[config.mk]
export PLATFORM = sky130hd
export DESIGN_NAME = dpo_top
export DESIGN_NICKNAME = d
export VERILOG_FILES = /design/src/dpo_pkg.sv /design/src/dpo_freq_det.sv /design/src/dpo_selftest.sv /design/src/dpo_top.sv
export SDC_FILE = /design/constraint.sdc
export NUM_CORES = 1
export LEC_CHECK = 0
export BUFFER_PORTS_ARGS = -buffer_cell sky130_fd_sc_hd__buf_2
export CORE_MARGIN = 2
export CORE_UTILIZATION = 34
export DETAILED_ROUTE_END_ITERATION = 10
export HOLD_SLACK_MARGIN = 0.15
export PLACE_DENSITY = 0.55
export SYNTH_ARGS = -nofsm -noshare
export SYNTH_HDL_FRONTEND = slang
export SYNTH_SLANG_ARGS = --single-unit
[constraint.sdc]
create_clock -name i_ref_clk -period 2 [get_ports i_ref_clk]
set_input_delay 0.4 -clock i_ref_clk [delete_from_list [all_inputs] [get_ports i_ref_clk]]
set_output_delay 0.4 -clock i_ref_clk [all_outputs]
set_load 0.02 [all_outputs]
[src/dpo_pkg.sv]
// constants shared by the parallel receive output block
`default_nettype none
package dpo_pkg;
    // reference clock and training clock timing
    localparam int          CLK_PERIOD_NS   = 10;
    localparam int          TRG_PERIOD_NS   = 125;
    localparam int          TRG_NOM_CYC     = TRG_PERIOD_NS / CLK_PERIOD_NS;
    localparam logic [7:0]  TRG_MIN_CYC     = 8'(TRG_NOM_CYC - 1);
    localparam logic [7:0]  TRG_MAX_CYC     = 8'(TRG_NOM_CYC + 2);
    localparam logic [7:0]  TRG_TIMEOUT_CYC = 8'(4 * TRG_NOM_CYC);
    localparam logic [2:0]  LOCK_GOOD_CNT   = 3'h4;

    // one recovered character every CHAR_PERIOD_CYC reference cycles
    localparam logic [4:0]  CHAR_PERIOD_CYC = 5'h0A;
    localparam logic [4:0]  CHAR_HALF_CYC   = 5'h05;

    // register map, byte addresses
    localparam int          ADDR_W          = 4;
    localparam logic [3:0]  ADDR_CTRL       = 4'h0;
    localparam logic [3:0]  ADDR_STATUS     = 4'h4;
    localparam logic [3:0]  ADDR_MASK       = 4'h8;
    localparam logic [3:0]  ADDR_STATE      = 4'hC;

    // control register fields
    localparam int          CTRL_RATE_BIT   = 0;
    localparam int          CTRL_ROE1_BIT   = 1;
    localparam int          CTRL_ROE2_BIT   = 2;
    localparam int          CTRL_SEL_LSB    = 3;
    localparam int          CTRL_W          = 5;
    localparam logic [4:0]  CTRL_RESET      = 5'h06;

    // event bits of status and mask
    localparam int          EV_LOCK_CHG     = 0;
    localparam int          EV_BIST_ERR     = 1;
    localparam int          EV_PDOWN_CHG    = 2;
    localparam int          EV_W            = 3;
    localparam logic [2:0]  EV_RESET        = 3'h0;

    // self-test select values: off, and the one that makes the status pin valid
    localparam logic [1:0]  SEL_OFF         = 2'h0;
    localparam logic [1:0]  SEL_VALID       = 2'h2;

    // checker report {status pin, bit1, bit0}
    localparam logic [2:0]  BIST_WAIT       = 3'h0;
    localparam logic [2:0]  BIST_GOOD       = 3'h1;
    localparam logic [2:0]  BIST_BAD        = 3'h6;

    typedef enum logic [0:0] {DPO_BIST_HUNT, DPO_BIST_RUN} dpo_bist_state_t;
endpackage
`default_nettype wire

[src/dpo_freq_det.sv]
// frequency detector referenced to the training clock
`default_nettype none
module dpo_freq_det (
    // clock and reset
    input  wire logic i_ref_clk,
    input  wire logic i_resetn,
    // training clock pin
    input  wire logic i_cdr_training_clock,
    // lock indication
    output logic      o_lock
);
    logic       sync1;
    logic       sync2;
    logic       sync3;
    logic [7:0] count;
    logic [7:0] next_count;
    logic [2:0] good;
    logic [2:0] next_good;
    logic       rise;

    assign rise = sync2 & ~sync3;

    always_comb begin
        next_count = count;
        next_good  = good;
        if (rise) begin
            next_count = 8'h01;
            if (count >= dpo_pkg::TRG_MIN_CYC &&
                count <= dpo_pkg::TRG_MAX_CYC) begin
                if (good != dpo_pkg::LOCK_GOOD_CNT) begin
                    next_good = good + 3'h1;
                end
            end else begin
                next_good = 3'h0;
            end
        end else if (count >= dpo_pkg::TRG_TIMEOUT_CYC) begin
            // stopped training clock drops lock
            next_good = 3'h0;
        end else begin
            next_count = count + 8'h01;
        end
    end

    always_ff @(posedge i_ref_clk or negedge i_resetn) begin
        if (!i_resetn) begin
            sync1  <= 1'b0;
            sync2  <= 1'b0;
            sync3  <= 1'b0;
            count  <= 8'h00;
            good   <= 3'h0;
            o_lock <= 1'b0;
        end else begin
            sync1  <= i_cdr_training_clock;
            sync2  <= sync1;
            sync3  <= sync2;
            count  <= next_count;
            good   <= next_good;
            o_lock <= (next_good == dpo_pkg::LOCK_GOOD_CNT);
        end
    end
endmodule
`default_nettype wire

[src/dpo_selftest.sv]
// self-test pattern checker on recovered characters
`default_nettype none
module dpo_selftest (
    // clock and reset
    input  wire logic       i_ref_clk,
    input  wire logic       i_resetn,
    // character stream
    input  wire logic       i_enable,
    input  wire logic       i_char_strobe,
    input  wire logic [9:0] i_char,
    // checker report
    output logic      [2:0] o_status,
    output logic            o_error
);
    dpo_pkg::dpo_bist_state_t state;
    dpo_pkg::dpo_bist_state_t next_state;
    logic [9:0] prev;
    logic [9:0] next_prev;
    logic [2:0] next_status;
    logic       next_error;

    // expected successor of a character in the test sequence
    function automatic logic [9:0] dpo_step(input logic [9:0] c);
        dpo_step = {c[8:0], c[9] ^ c[6]};
    endfunction

    always_comb begin
        next_state  = state;
        next_prev   = prev;
        next_status = o_status;
        next_error  = 1'b0;
        if (!i_enable) begin
            next_state  = dpo_pkg::DPO_BIST_HUNT;
            next_status = dpo_pkg::BIST_WAIT;
        end else if (i_char_strobe) begin
            next_prev = i_char;
            case (state)
                dpo_pkg::DPO_BIST_HUNT: begin
                    // an all-zero word never occurs in the sequence
                    if (i_char != 10'h000) begin
                        next_state = dpo_pkg::DPO_BIST_RUN;
                    end
                end
                dpo_pkg::DPO_BIST_RUN: begin
                    if (i_char == dpo_step(prev)) begin
                        next_status = dpo_pkg::BIST_GOOD;
                    end else begin
                        next_status = dpo_pkg::BIST_BAD;
                        next_error  = 1'b1;
                    end
                end
                default: next_state = dpo_pkg::DPO_BIST_HUNT;
            endcase
        end
    end

    always_ff @(posedge i_ref_clk or negedge i_resetn) begin
        if (!i_resetn) begin
            state    <= dpo_pkg::DPO_BIST_HUNT;
            prev     <= 10'h000;
            o_status <= dpo_pkg::BIST_WAIT;
            o_error  <= 1'b0;
        end else begin
            state    <= next_state;
            prev     <= next_prev;
            o_status <= next_status;
            o_error  <= next_error;
        end
    end
endmodule
`default_nettype wire

[src/dpo_top.sv]
// one receive channel: parallel character output, clocks and status
//
// Summary of operation
// [RL1] character output changes only with forwarded clock
// [RL2] full rate: data on rising true edge
// [RL3] half rate: data on both clock edges
// [RL4] self-test shows checker state on bits 1:0
// [RL5] host ignores upper bits during self-test
// [RL6] status pin valid only when select is 10
// [RL7] off flag high when both enables zero
// [RL8] training clock references the frequency detector
// [RL9] forwarded clock runs continuously at chosen rate
// [RL10] host captures in each channel's clock domain; the host model samples the forwarded clock on the reference clock
`default_nettype none
module dpo_top (
    // clock and reset
    input  wire logic        i_ref_clk,
    input  wire logic        i_resetn,
    // recovered characters from the deserializer
    input  wire logic        i_char_valid,
    input  wire logic [9:0]  i_char_data,
    // training clock pin
    input  wire logic        i_cdr_training_clock,
    // register port
    input  wire logic [3:0]  i_addr,
    input  wire logic [31:0] i_wdata,
    input  wire logic        i_wr,
    input  wire logic        i_rd,
    output logic      [31:0] o_rdata,
    // parallel receive interface
    output logic      [9:0]  o_recovered_char_out,
    output logic             o_forwarded_rx_clock,
    output logic             o_forwarded_rx_clock_n,
    output logic             o_selftest_status_pin,
    // status
    output logic             o_reclocker_off_flag,
    output logic             o_irq
);
    // control and interrupt registers
    logic [dpo_pkg::CTRL_W-1:0] ctrl;
    logic [dpo_pkg::CTRL_W-1:0] next_ctrl;
    logic [dpo_pkg::EV_W-1:0]   status;
    logic [dpo_pkg::EV_W-1:0]   next_status;
    logic [dpo_pkg::EV_W-1:0]   mask;
    logic [dpo_pkg::EV_W-1:0]   next_mask;
    logic [31:0]                next_rdata;
    logic [dpo_pkg::EV_W-1:0]   events;
    logic [dpo_pkg::EV_W-1:0]   clear;

    // character path
    logic [9:0] held;
    logic [9:0] next_held;
    logic [4:0] phase;
    logic [4:0] next_phase;
    logic [9:0] next_char_out;
    logic       next_fclk;
    logic       next_stat_pin;
    logic       next_off;
    logic       lock_d;
    logic       off_d;

    // decoded control fields
    logic       half_rate;
    logic       roe1;
    logic       roe2;
    logic [1:0] sel;
    logic       selftest_on;
    logic       tick;
    logic       lock;
    logic       accept;
    logic [2:0] bist_status;
    logic       bist_error;

    assign half_rate   = ctrl[dpo_pkg::CTRL_RATE_BIT];
    assign roe1        = ctrl[dpo_pkg::CTRL_ROE1_BIT];
    assign roe2        = ctrl[dpo_pkg::CTRL_ROE2_BIT];
    assign sel         = ctrl[dpo_pkg::CTRL_SEL_LSB +: 2];
    assign selftest_on = (sel != dpo_pkg::SEL_OFF);
    assign tick        = (phase == 5'h00);

    // last phase of a character period, wraps back to the tick
    localparam logic [4:0] CHAR_LAST = dpo_pkg::CHAR_PERIOD_CYC - 5'h01;
    // characters are trusted only once the loop has acquired
    assign accept      = i_char_valid & lock;

    // recovery loop lock, referenced to the training clock
    dpo_freq_det u_freq_det (
        .i_ref_clk            (i_ref_clk),
        .i_resetn             (i_resetn),
        .i_cdr_training_clock (i_cdr_training_clock), // [RL8]
        .o_lock               (lock)
    );

    dpo_selftest u_selftest (
        .i_ref_clk     (i_ref_clk),
        .i_resetn      (i_resetn),
        .i_enable      (selftest_on),
        .i_char_strobe (accept),
        .i_char        (i_char_data),
        .o_status      (bist_status),
        .o_error       (bist_error)
    );

    // register file
    always_comb begin
        next_ctrl  = ctrl;
        next_mask  = mask;
        next_rdata = 32'h0000_0000;
        clear      = '0;
        if (i_wr) begin
            case (i_addr)
                dpo_pkg::ADDR_CTRL:   next_ctrl = i_wdata[dpo_pkg::CTRL_W-1:0];
                dpo_pkg::ADDR_STATUS: clear     = i_wdata[dpo_pkg::EV_W-1:0];
                dpo_pkg::ADDR_MASK:   next_mask = i_wdata[dpo_pkg::EV_W-1:0];
                default:              next_ctrl = ctrl;
            endcase
        end
        if (i_rd) begin
            case (i_addr)
                dpo_pkg::ADDR_CTRL:   next_rdata[dpo_pkg::CTRL_W-1:0] = ctrl;
                dpo_pkg::ADDR_STATUS: next_rdata[dpo_pkg::EV_W-1:0]   = status;
                dpo_pkg::ADDR_MASK:   next_rdata[dpo_pkg::EV_W-1:0]   = mask;
                dpo_pkg::ADDR_STATE:
                    next_rdata[4:0] = {bist_status, o_reclocker_off_flag, lock};
                default:              next_rdata = 32'h0000_0000;
            endcase
        end
    end

    // sticky events; a new event beats a clear in the same cycle
    always_comb begin
        events = '0;
        events[dpo_pkg::EV_LOCK_CHG]  = lock ^ lock_d;
        events[dpo_pkg::EV_BIST_ERR]  = bist_error;
        events[dpo_pkg::EV_PDOWN_CHG] = o_reclocker_off_flag ^ off_d;
        next_status = (status & ~clear) | events;
    end

    always_ff @(posedge i_ref_clk or negedge i_resetn) begin
        if (!i_resetn) begin
            ctrl    <= dpo_pkg::CTRL_RESET;
            status  <= dpo_pkg::EV_RESET;
            mask    <= dpo_pkg::EV_RESET;
            o_rdata <= 32'h0000_0000;
            lock_d  <= 1'b0;
            off_d   <= 1'b0;
        end else begin
            ctrl    <= next_ctrl;
            status  <= next_status;
            mask    <= next_mask;
            o_rdata <= next_rdata;
            lock_d  <= lock;
            off_d   <= o_reclocker_off_flag;
        end
    end

    assign o_irq = |(status & mask);

    // character timing and forwarded clock
    always_comb begin
        next_held     = accept ? i_char_data : held;
        next_phase    = (phase == CHAR_LAST) ? 5'h00 : phase + 5'h01;
        next_char_out = o_recovered_char_out;
        next_fclk     = o_forwarded_rx_clock;
        next_stat_pin = o_selftest_status_pin;
        // reclocker serial outputs powered down
        next_off      = ~roe1 & ~roe2; // [RL7]
        // clock never stops, only its rate follows the rate bit
        if (half_rate) begin
            if (tick) begin
                next_fclk = ~o_forwarded_rx_clock; // [RL3] [RL9]
            end
        end else if (tick) begin
            next_fclk = 1'b1; // [RL2] [RL9]
        end else if (phase == dpo_pkg::CHAR_HALF_CYC) begin
            next_fclk = 1'b0;
        end
        // data moves in the same edge as the clock, never between
        if (tick) begin
            if (selftest_on) begin
                // upper bits carry nothing while the checker owns the pins
                next_char_out = {8'h00, bist_status[1:0]}; // [RL4] [RL5]
            end else begin
                next_char_out = held; // [RL1]
            end
            // pin only meaningful for the valid select code
            next_stat_pin = (sel == dpo_pkg::SEL_VALID)
                            & bist_status[2]; // [RL6]
        end
    end

    always_ff @(posedge i_ref_clk or negedge i_resetn) begin
        if (!i_resetn) begin
            held                  <= 10'h000;
            phase                 <= 5'h00;
            o_recovered_char_out  <= 10'h000;
            o_forwarded_rx_clock  <= 1'b0;
            o_selftest_status_pin <= 1'b0;
            o_reclocker_off_flag  <= 1'b0;
        end else begin
            held                  <= next_held;
            phase                 <= next_phase;
            o_recovered_char_out  <= next_char_out;
            o_forwarded_rx_clock  <= next_fclk;
            o_selftest_status_pin <= next_stat_pin;
            o_reclocker_off_flag  <= next_off;
        end
    end

    // complement leg of the clock pair
    assign o_forwarded_rx_clock_n = ~o_forwarded_rx_clock;
endmodule
`default_nettype wire

-- Yosys cells after proc, flatten, opt, wreduce, memory -nomap -nowiden
Index checks and enable logic that the tools add are counted.
- ROM bits: 0
- output and inout bits: 47
- flip-flop bits (word level): 103
- memories: 0
- latch bits: 0
- logic and storage cells: 97
- memory bits (writable): 0
- $add $sub $neg: 3
- multipliers: 0
- divide/modulo/power cells: 0
- order comparisons: 3
- shift-type cells: 0
- bitwise operators: 15
- eq/ne operators: 13
- mux-type cells: 29
- reduce and logical (&&, ||, !) cells: 12
- operator list (cell ; number):
    3-bit two-way mux ; 10
    8-bit two-way mux ; 2
    1-bit two-way mux ; 12
    3-bit case mux with 4 select lines ; 1
    10-bit == test ; 1
    10-bit two-way mux ; 1
    5-bit two-way mux ; 2
    2-bit AND reduction ; 5
    10-bit nonzero test ; 1
    8-bit by 1-bit adder with 8-bit output (second input constant) ; 1
    4-bit == test (second input constant) ; 2
    8-bit by 4-bit greater-or-equal comparator with 1-bit output (second input constant) ; 1
    8-bit by 6-bit greater-or-equal comparator with 1-bit output (second input constant) ; 1
    8-bit by 4-bit less-or-equal comparator with 1-bit output (second input constant) ; 1
    3-bit AND ; 2
    5-bit by 1-bit adder with 5-bit output (second input constant) ; 1
    5-bit by 3-bit == test with 1-bit output (second input constant) ; 1
    5-bit by 4-bit == test with 1-bit output (second input constant) ; 1
    5-bit zero test ; 1
    1-bit AND ; 4
    4-bit by 3-bit == test with 1-bit output (second input constant) ; 1
    4-bit zero test ; 1
    2-bit by 1-bit != test with 1-bit output (second input constant) ; 2
    2-bit != test (second input constant) ; 2
    other kinds (12) ; 18

-- Logic depth before layout (Yosys ltp)
- depth after elaboration: 6
- gate-level depth with buffers: 7
- mapped depth without buffers: 6

-- Modules after synthesis
A second synthesis with hierarchy kept.
- cells, all modules: 314
- area, all modules: 3583.4 um^2
- modules (own cells, without submodules) (module ; instances ; sequential area each (um^2) ; cells each ; area each (um^2)):
    dpo_top ; 1 ; 1153.6 ; 200 ; 2197.1
    dpo_freq_det ; 1 ; 375.4 ; 60 ; 701.9
    dpo_selftest ; 1 ; 350.3 ; 54 ; 684.4

-- Worst setup path after synthesis
Ideal clock, no wire load.
- kind: flip-flop to flip-flop
- start: register phase[0]
- end: register o_recovered_char_out[0]
- arrival: 1404 ps
- stages on the path, launching flop included: 8
- clock period less this slack: 1525 ps
- setup slack: 475 ps
- required time: 1879 ps
- path through: dfrtp_1 > inv_1 > ha_1 > or4b_1 > buf_6 > buf_12 > nand2_1 > o21ai_1
- longest elaborated chain between the ends: 1
- ends and longest elaborated chain (item ; RTL line ; source):
    from (decl) ; dpo_top.sv:53 ; logic [4:0] phase;
    from (signal assigned) ; dpo_top.sv:202 ; phase <= next_phase;
    5-bit zero test ; dpo_top.sv:79 ; assign tick = (phase == 5'h00);
    to (signal assigned) ; dpo_top.sv:203 ; o_recovered_char_out <= next_char_out;
    to (decl) ; dpo_top.sv:31 ; output logic [9:0] o_recovered_char_out,
No other way between the ends.
A chain may end at the register's enable or synchronous reset.

-- Worst setup path after layout
- start: register status[2] in the netlist's numbering
- end: output o_irq
- longest elaborated chain between the ends: 2
- ends and longest elaborated chain (item ; RTL line ; source):
    from (decl) ; dpo_top.sv:42 ; logic [dpo_pkg::EV_W-1:0] status;
    from (signal assigned) ; dpo_top.sv:142 ; status <= dpo_pkg::EV_RESET;
    from (signal assigned) ; dpo_top.sv:149 ; status <= next_status;
    3-bit AND ; dpo_top.sv:157 ; assign o_irq = |(status & mask);
    3-bit OR reduction ; dpo_top.sv:157 ;
    to (decl) ; dpo_top.sv:37 ; output logic o_irq
No other way between the ends.

==> metrics.txt <==
Hold Crit Start i_wdata[4]; 1st-pass router iterations 4; I/O Buffers 44; vias in the first global route 2191; Die Wd 107 µm; Netlist cell types 45; Reg2Reg Launch Point phase[0]; Clock transition at path regs 90 ps; Synth Area in Adders 2.44%; CP Capture Type output pin; crit-path cells a222oi_1 > inv_1 > buf_2; Setup Skew 14.5 ps; # nets final 420; clock sinks 75; PnR worst setup slack 221 ps; Congestion Overflow GR 0; crit share post-route 88.9%; main combinational cell family by area after synthesis simple AND/OR/NAND/NOR gates; HPWL after detailed placement 4510 µm; VDD IR max 363 µV; cell row count 37; mux share of post-synthesis cell area 11.8%; global route hottest layer met2; H-Tree Depth 3; antenna violations before repair 1; Reg-to-Reg End o_forwarded_rx_clock; pre-CTS setup slack 336 ps; Syn Area/Cell 11.6 µm²; clock root buffer clkbuf_8; WS Path Type reg2out; Worst path max stage delay 410 ps; DRT iter0 DRCs 113; largest net degree at the start of global routing 76; simple-gate area share of the yosys netlist 14.0%; final core occ 39.3%; Antenna Nets Post-Route 0; Die H 107 µm; P&R area growth vs syn 12.7%; RSZ-0062 raised after global routing no; setup repair bufs after CTS 0; Syn Inst Count 309; nature of the critical path startpoint register; Vias/cell 4.52; most frequent cells in the layout 73 x dfrtp_1, 44 x buf_2, 38 x nand2_1, 28 x mux2_2, 27 x conb_1; power per standard cell area 807 nW/µm²; Post-Synth XOR/XNOR Area 4.15%; stages on the worst setup path 3; Hold Path Stages 2; post-synthesis compound-gate area fraction 6.76%; Initial Util 34.9%; global-route wire length before repair 10800 µm; status completed; Crit path max-delay family flip-flops; WL/cell 12.7 µm; Final Hold Fails 0; filler instances 1026; Slowest cell on crit path dfrtp_1; most common cell after layout, fill and taps aside dfrtp_1; MaxCap Viol Count 0; Final TNS setup 0 ps; layout cells sized above 1 30.1%; Slew Viols, Final 0; met2 Use GR 18.3%; GRT Util Overall 12.2%; via count 2265; CTS Buffer Depth 2; Slew HR 64.8%; Worst R2R Path Depth 5; die area 11400 µm²; CTS tree done; routability cong. 0.761; Remaining DRCs 0; diodes inserted 0; I/O Pins 99; Total Wirelength 6350 µm; worst-path maximum fanout 3; register area share after synthesis 52.4%; Mapped Area 3590 µm²; crit path DAT 1380 ps; Max Freq 562 MHz; data required time at the worst endpoint 1600 ps; Worst-Skew Late Latency 350 ps; worst-margin pin slew 527 ps; CP bufs+invs 2; Core ar. 10300 µm²; LEAKAGE 2.02 nW; CTS buffer count 9; hold endpoint ctrl[4]; Tmin final 1780 ps; met3 Track Usage GR 4.44%; flop2flop setup slack 330 ps; class of the worst hold path in2reg; FF+latch count, synth 75; met1 Usage GRT 16.4%; warnings from Yosys 0; final setup fails 0
[worst max path at each step]
stage | startpoint | endpoint | slack, ps
2_1_floorplan | phase[0] | o_recovered_char_out[0] | 470
3_3_place_gp | phase[0] | o_forwarded_rx_clock | 360
3_5_place_dp | phase[0] | o_forwarded_rx_clock | 340
4_1_cts | status[2] | o_irq | 190
5_1_grt | status[2] | o_irq | 110
6_report | status[2] | o_irq | 220
[area by class of cell]
| class | instances | area (µm²) | area share (%) |
|---|---|---|---|
| clock buffer | 10 | 138 | 3.40 |
| inverter | 8 | 30.0 | 0.743 |
| tap | 136 | 170 | 4.21 |
| timing repair buffer | 50 | 283 | 6.99 |
| multi-input combinational | 217 | 1510 | 37.3 |
| sequential | 75 | 1880 | 46.5 |
| clock inverter | 5 | 37.5 | 0.928 |
[what timing repair did]
| action | 4_1_cts | 5_1_grt |
|---|---|---|
| gates resized for setup | 0 | 0 |
| endpoints found under the setup margin | 0 | 0 |
| hold buffers | 2 | 0 |
| hold endpoints to repair | 74 | 0 |
[flip-flops by register name, indices dropped and copies added (netlist names), 2 cells and up]
name and count:
u_freq_det.count 8, u_freq_det.good 3, o_rdata 5, u_selftest.prev 10, mask 3, held 10, phase 5, ctrl 5
o_recovered_char_out 10, u_selftest.o_status 2, status 3
[logic make-up (layout without fill, tap and decap cells)]
| kind of cell | count (synthesis) | in the layout |
|---|---|---|
| simple gates | 99 | 99 |
| flops | 75 | 75 |
| buf+inv | 43 | 73 |
| mux | 35 | 35 |
| compound gates | 32 | 32 |
| xor+xnor | 17 | 17 |
| fa+ha+maj | 7 | 7 |
| other cells | 1 | 27 |
[stage by stage]
step / cell area, µm² / std cells / power [mW] / hold WS, ps
2_1_floorplan: 3690 / 335 / 2.10 / 104
3_3_place_gp: 3850 / 484 / 2.23 / 332
3_5_place_dp: 3850 / 484 / 2.24 / 337
4_1_cts: 4040 / 501 / 3.31 / 270
5_1_grt: 4040 / 501 / 3.46 / 265
6_report: 4040 / 501 / 3.26 / 288
[routing by layer]
layer,share of wire (%),wire (µm)
met1,49,3110
met2,43,2750
met3,5.9,377
met4,1.4,91
met5,0.17,11
[power breakdown]
group          switching, mW  internal (mW)  leakage (nW)
Clock                  0.574          0.481        0.0848
Sequential            0.0943           1.62         0.997
Combinational          0.291          0.200         0.935
Total                  0.959           2.30          2.02
[cells in the mapped netlist, drive strengths merged]
cell | instances | area [µm²]
a21o | 3 | 22.5
mux2 | 28 | 315
a31oi | 4 | 25.0
nand3b | 2 | 15.0
and3b | 1 | 8.76
a222oi | 1 | 10.0
nand2b | 2 | 12.5
nand3 | 4 | 20.0
nor2 | 20 | 75.1
nor4b | 2 | 32.5
buf | 33 | 263
nor2b | 4 | 25.0
xor2 | 14 | 123
mux2i | 4 | 40.0
nor3 | 4 | 20.0
and2 | 3 | 18.8
o21ai | 13 | 98.8
a41oi | 2 | 17.5
mux4 | 3 | 67.6
a21oi | 5 | 25.0
ha | 7 | 87.6
nand4 | 5 | 31.3
dfstp | 2 | 52.6
a31o | 1 | 8.76
clkbuf | 2 | 7.51
nand2 | 38 | 143
o31ai | 1 | 7.51
and3 | 5 | 31.3
nor4 | 4 | 31.3
or2 | 1 | 6.26
nor3b | 3 | 22.5
conb | 1 | 3.75
xnor2 | 3 | 26.3
a211oi | 2 | 27.5
dfrtp | 73 | 1830
or4b | 1 | 10.0
inv | 8 | 30.0
Power figures use the tool's default switching activity.
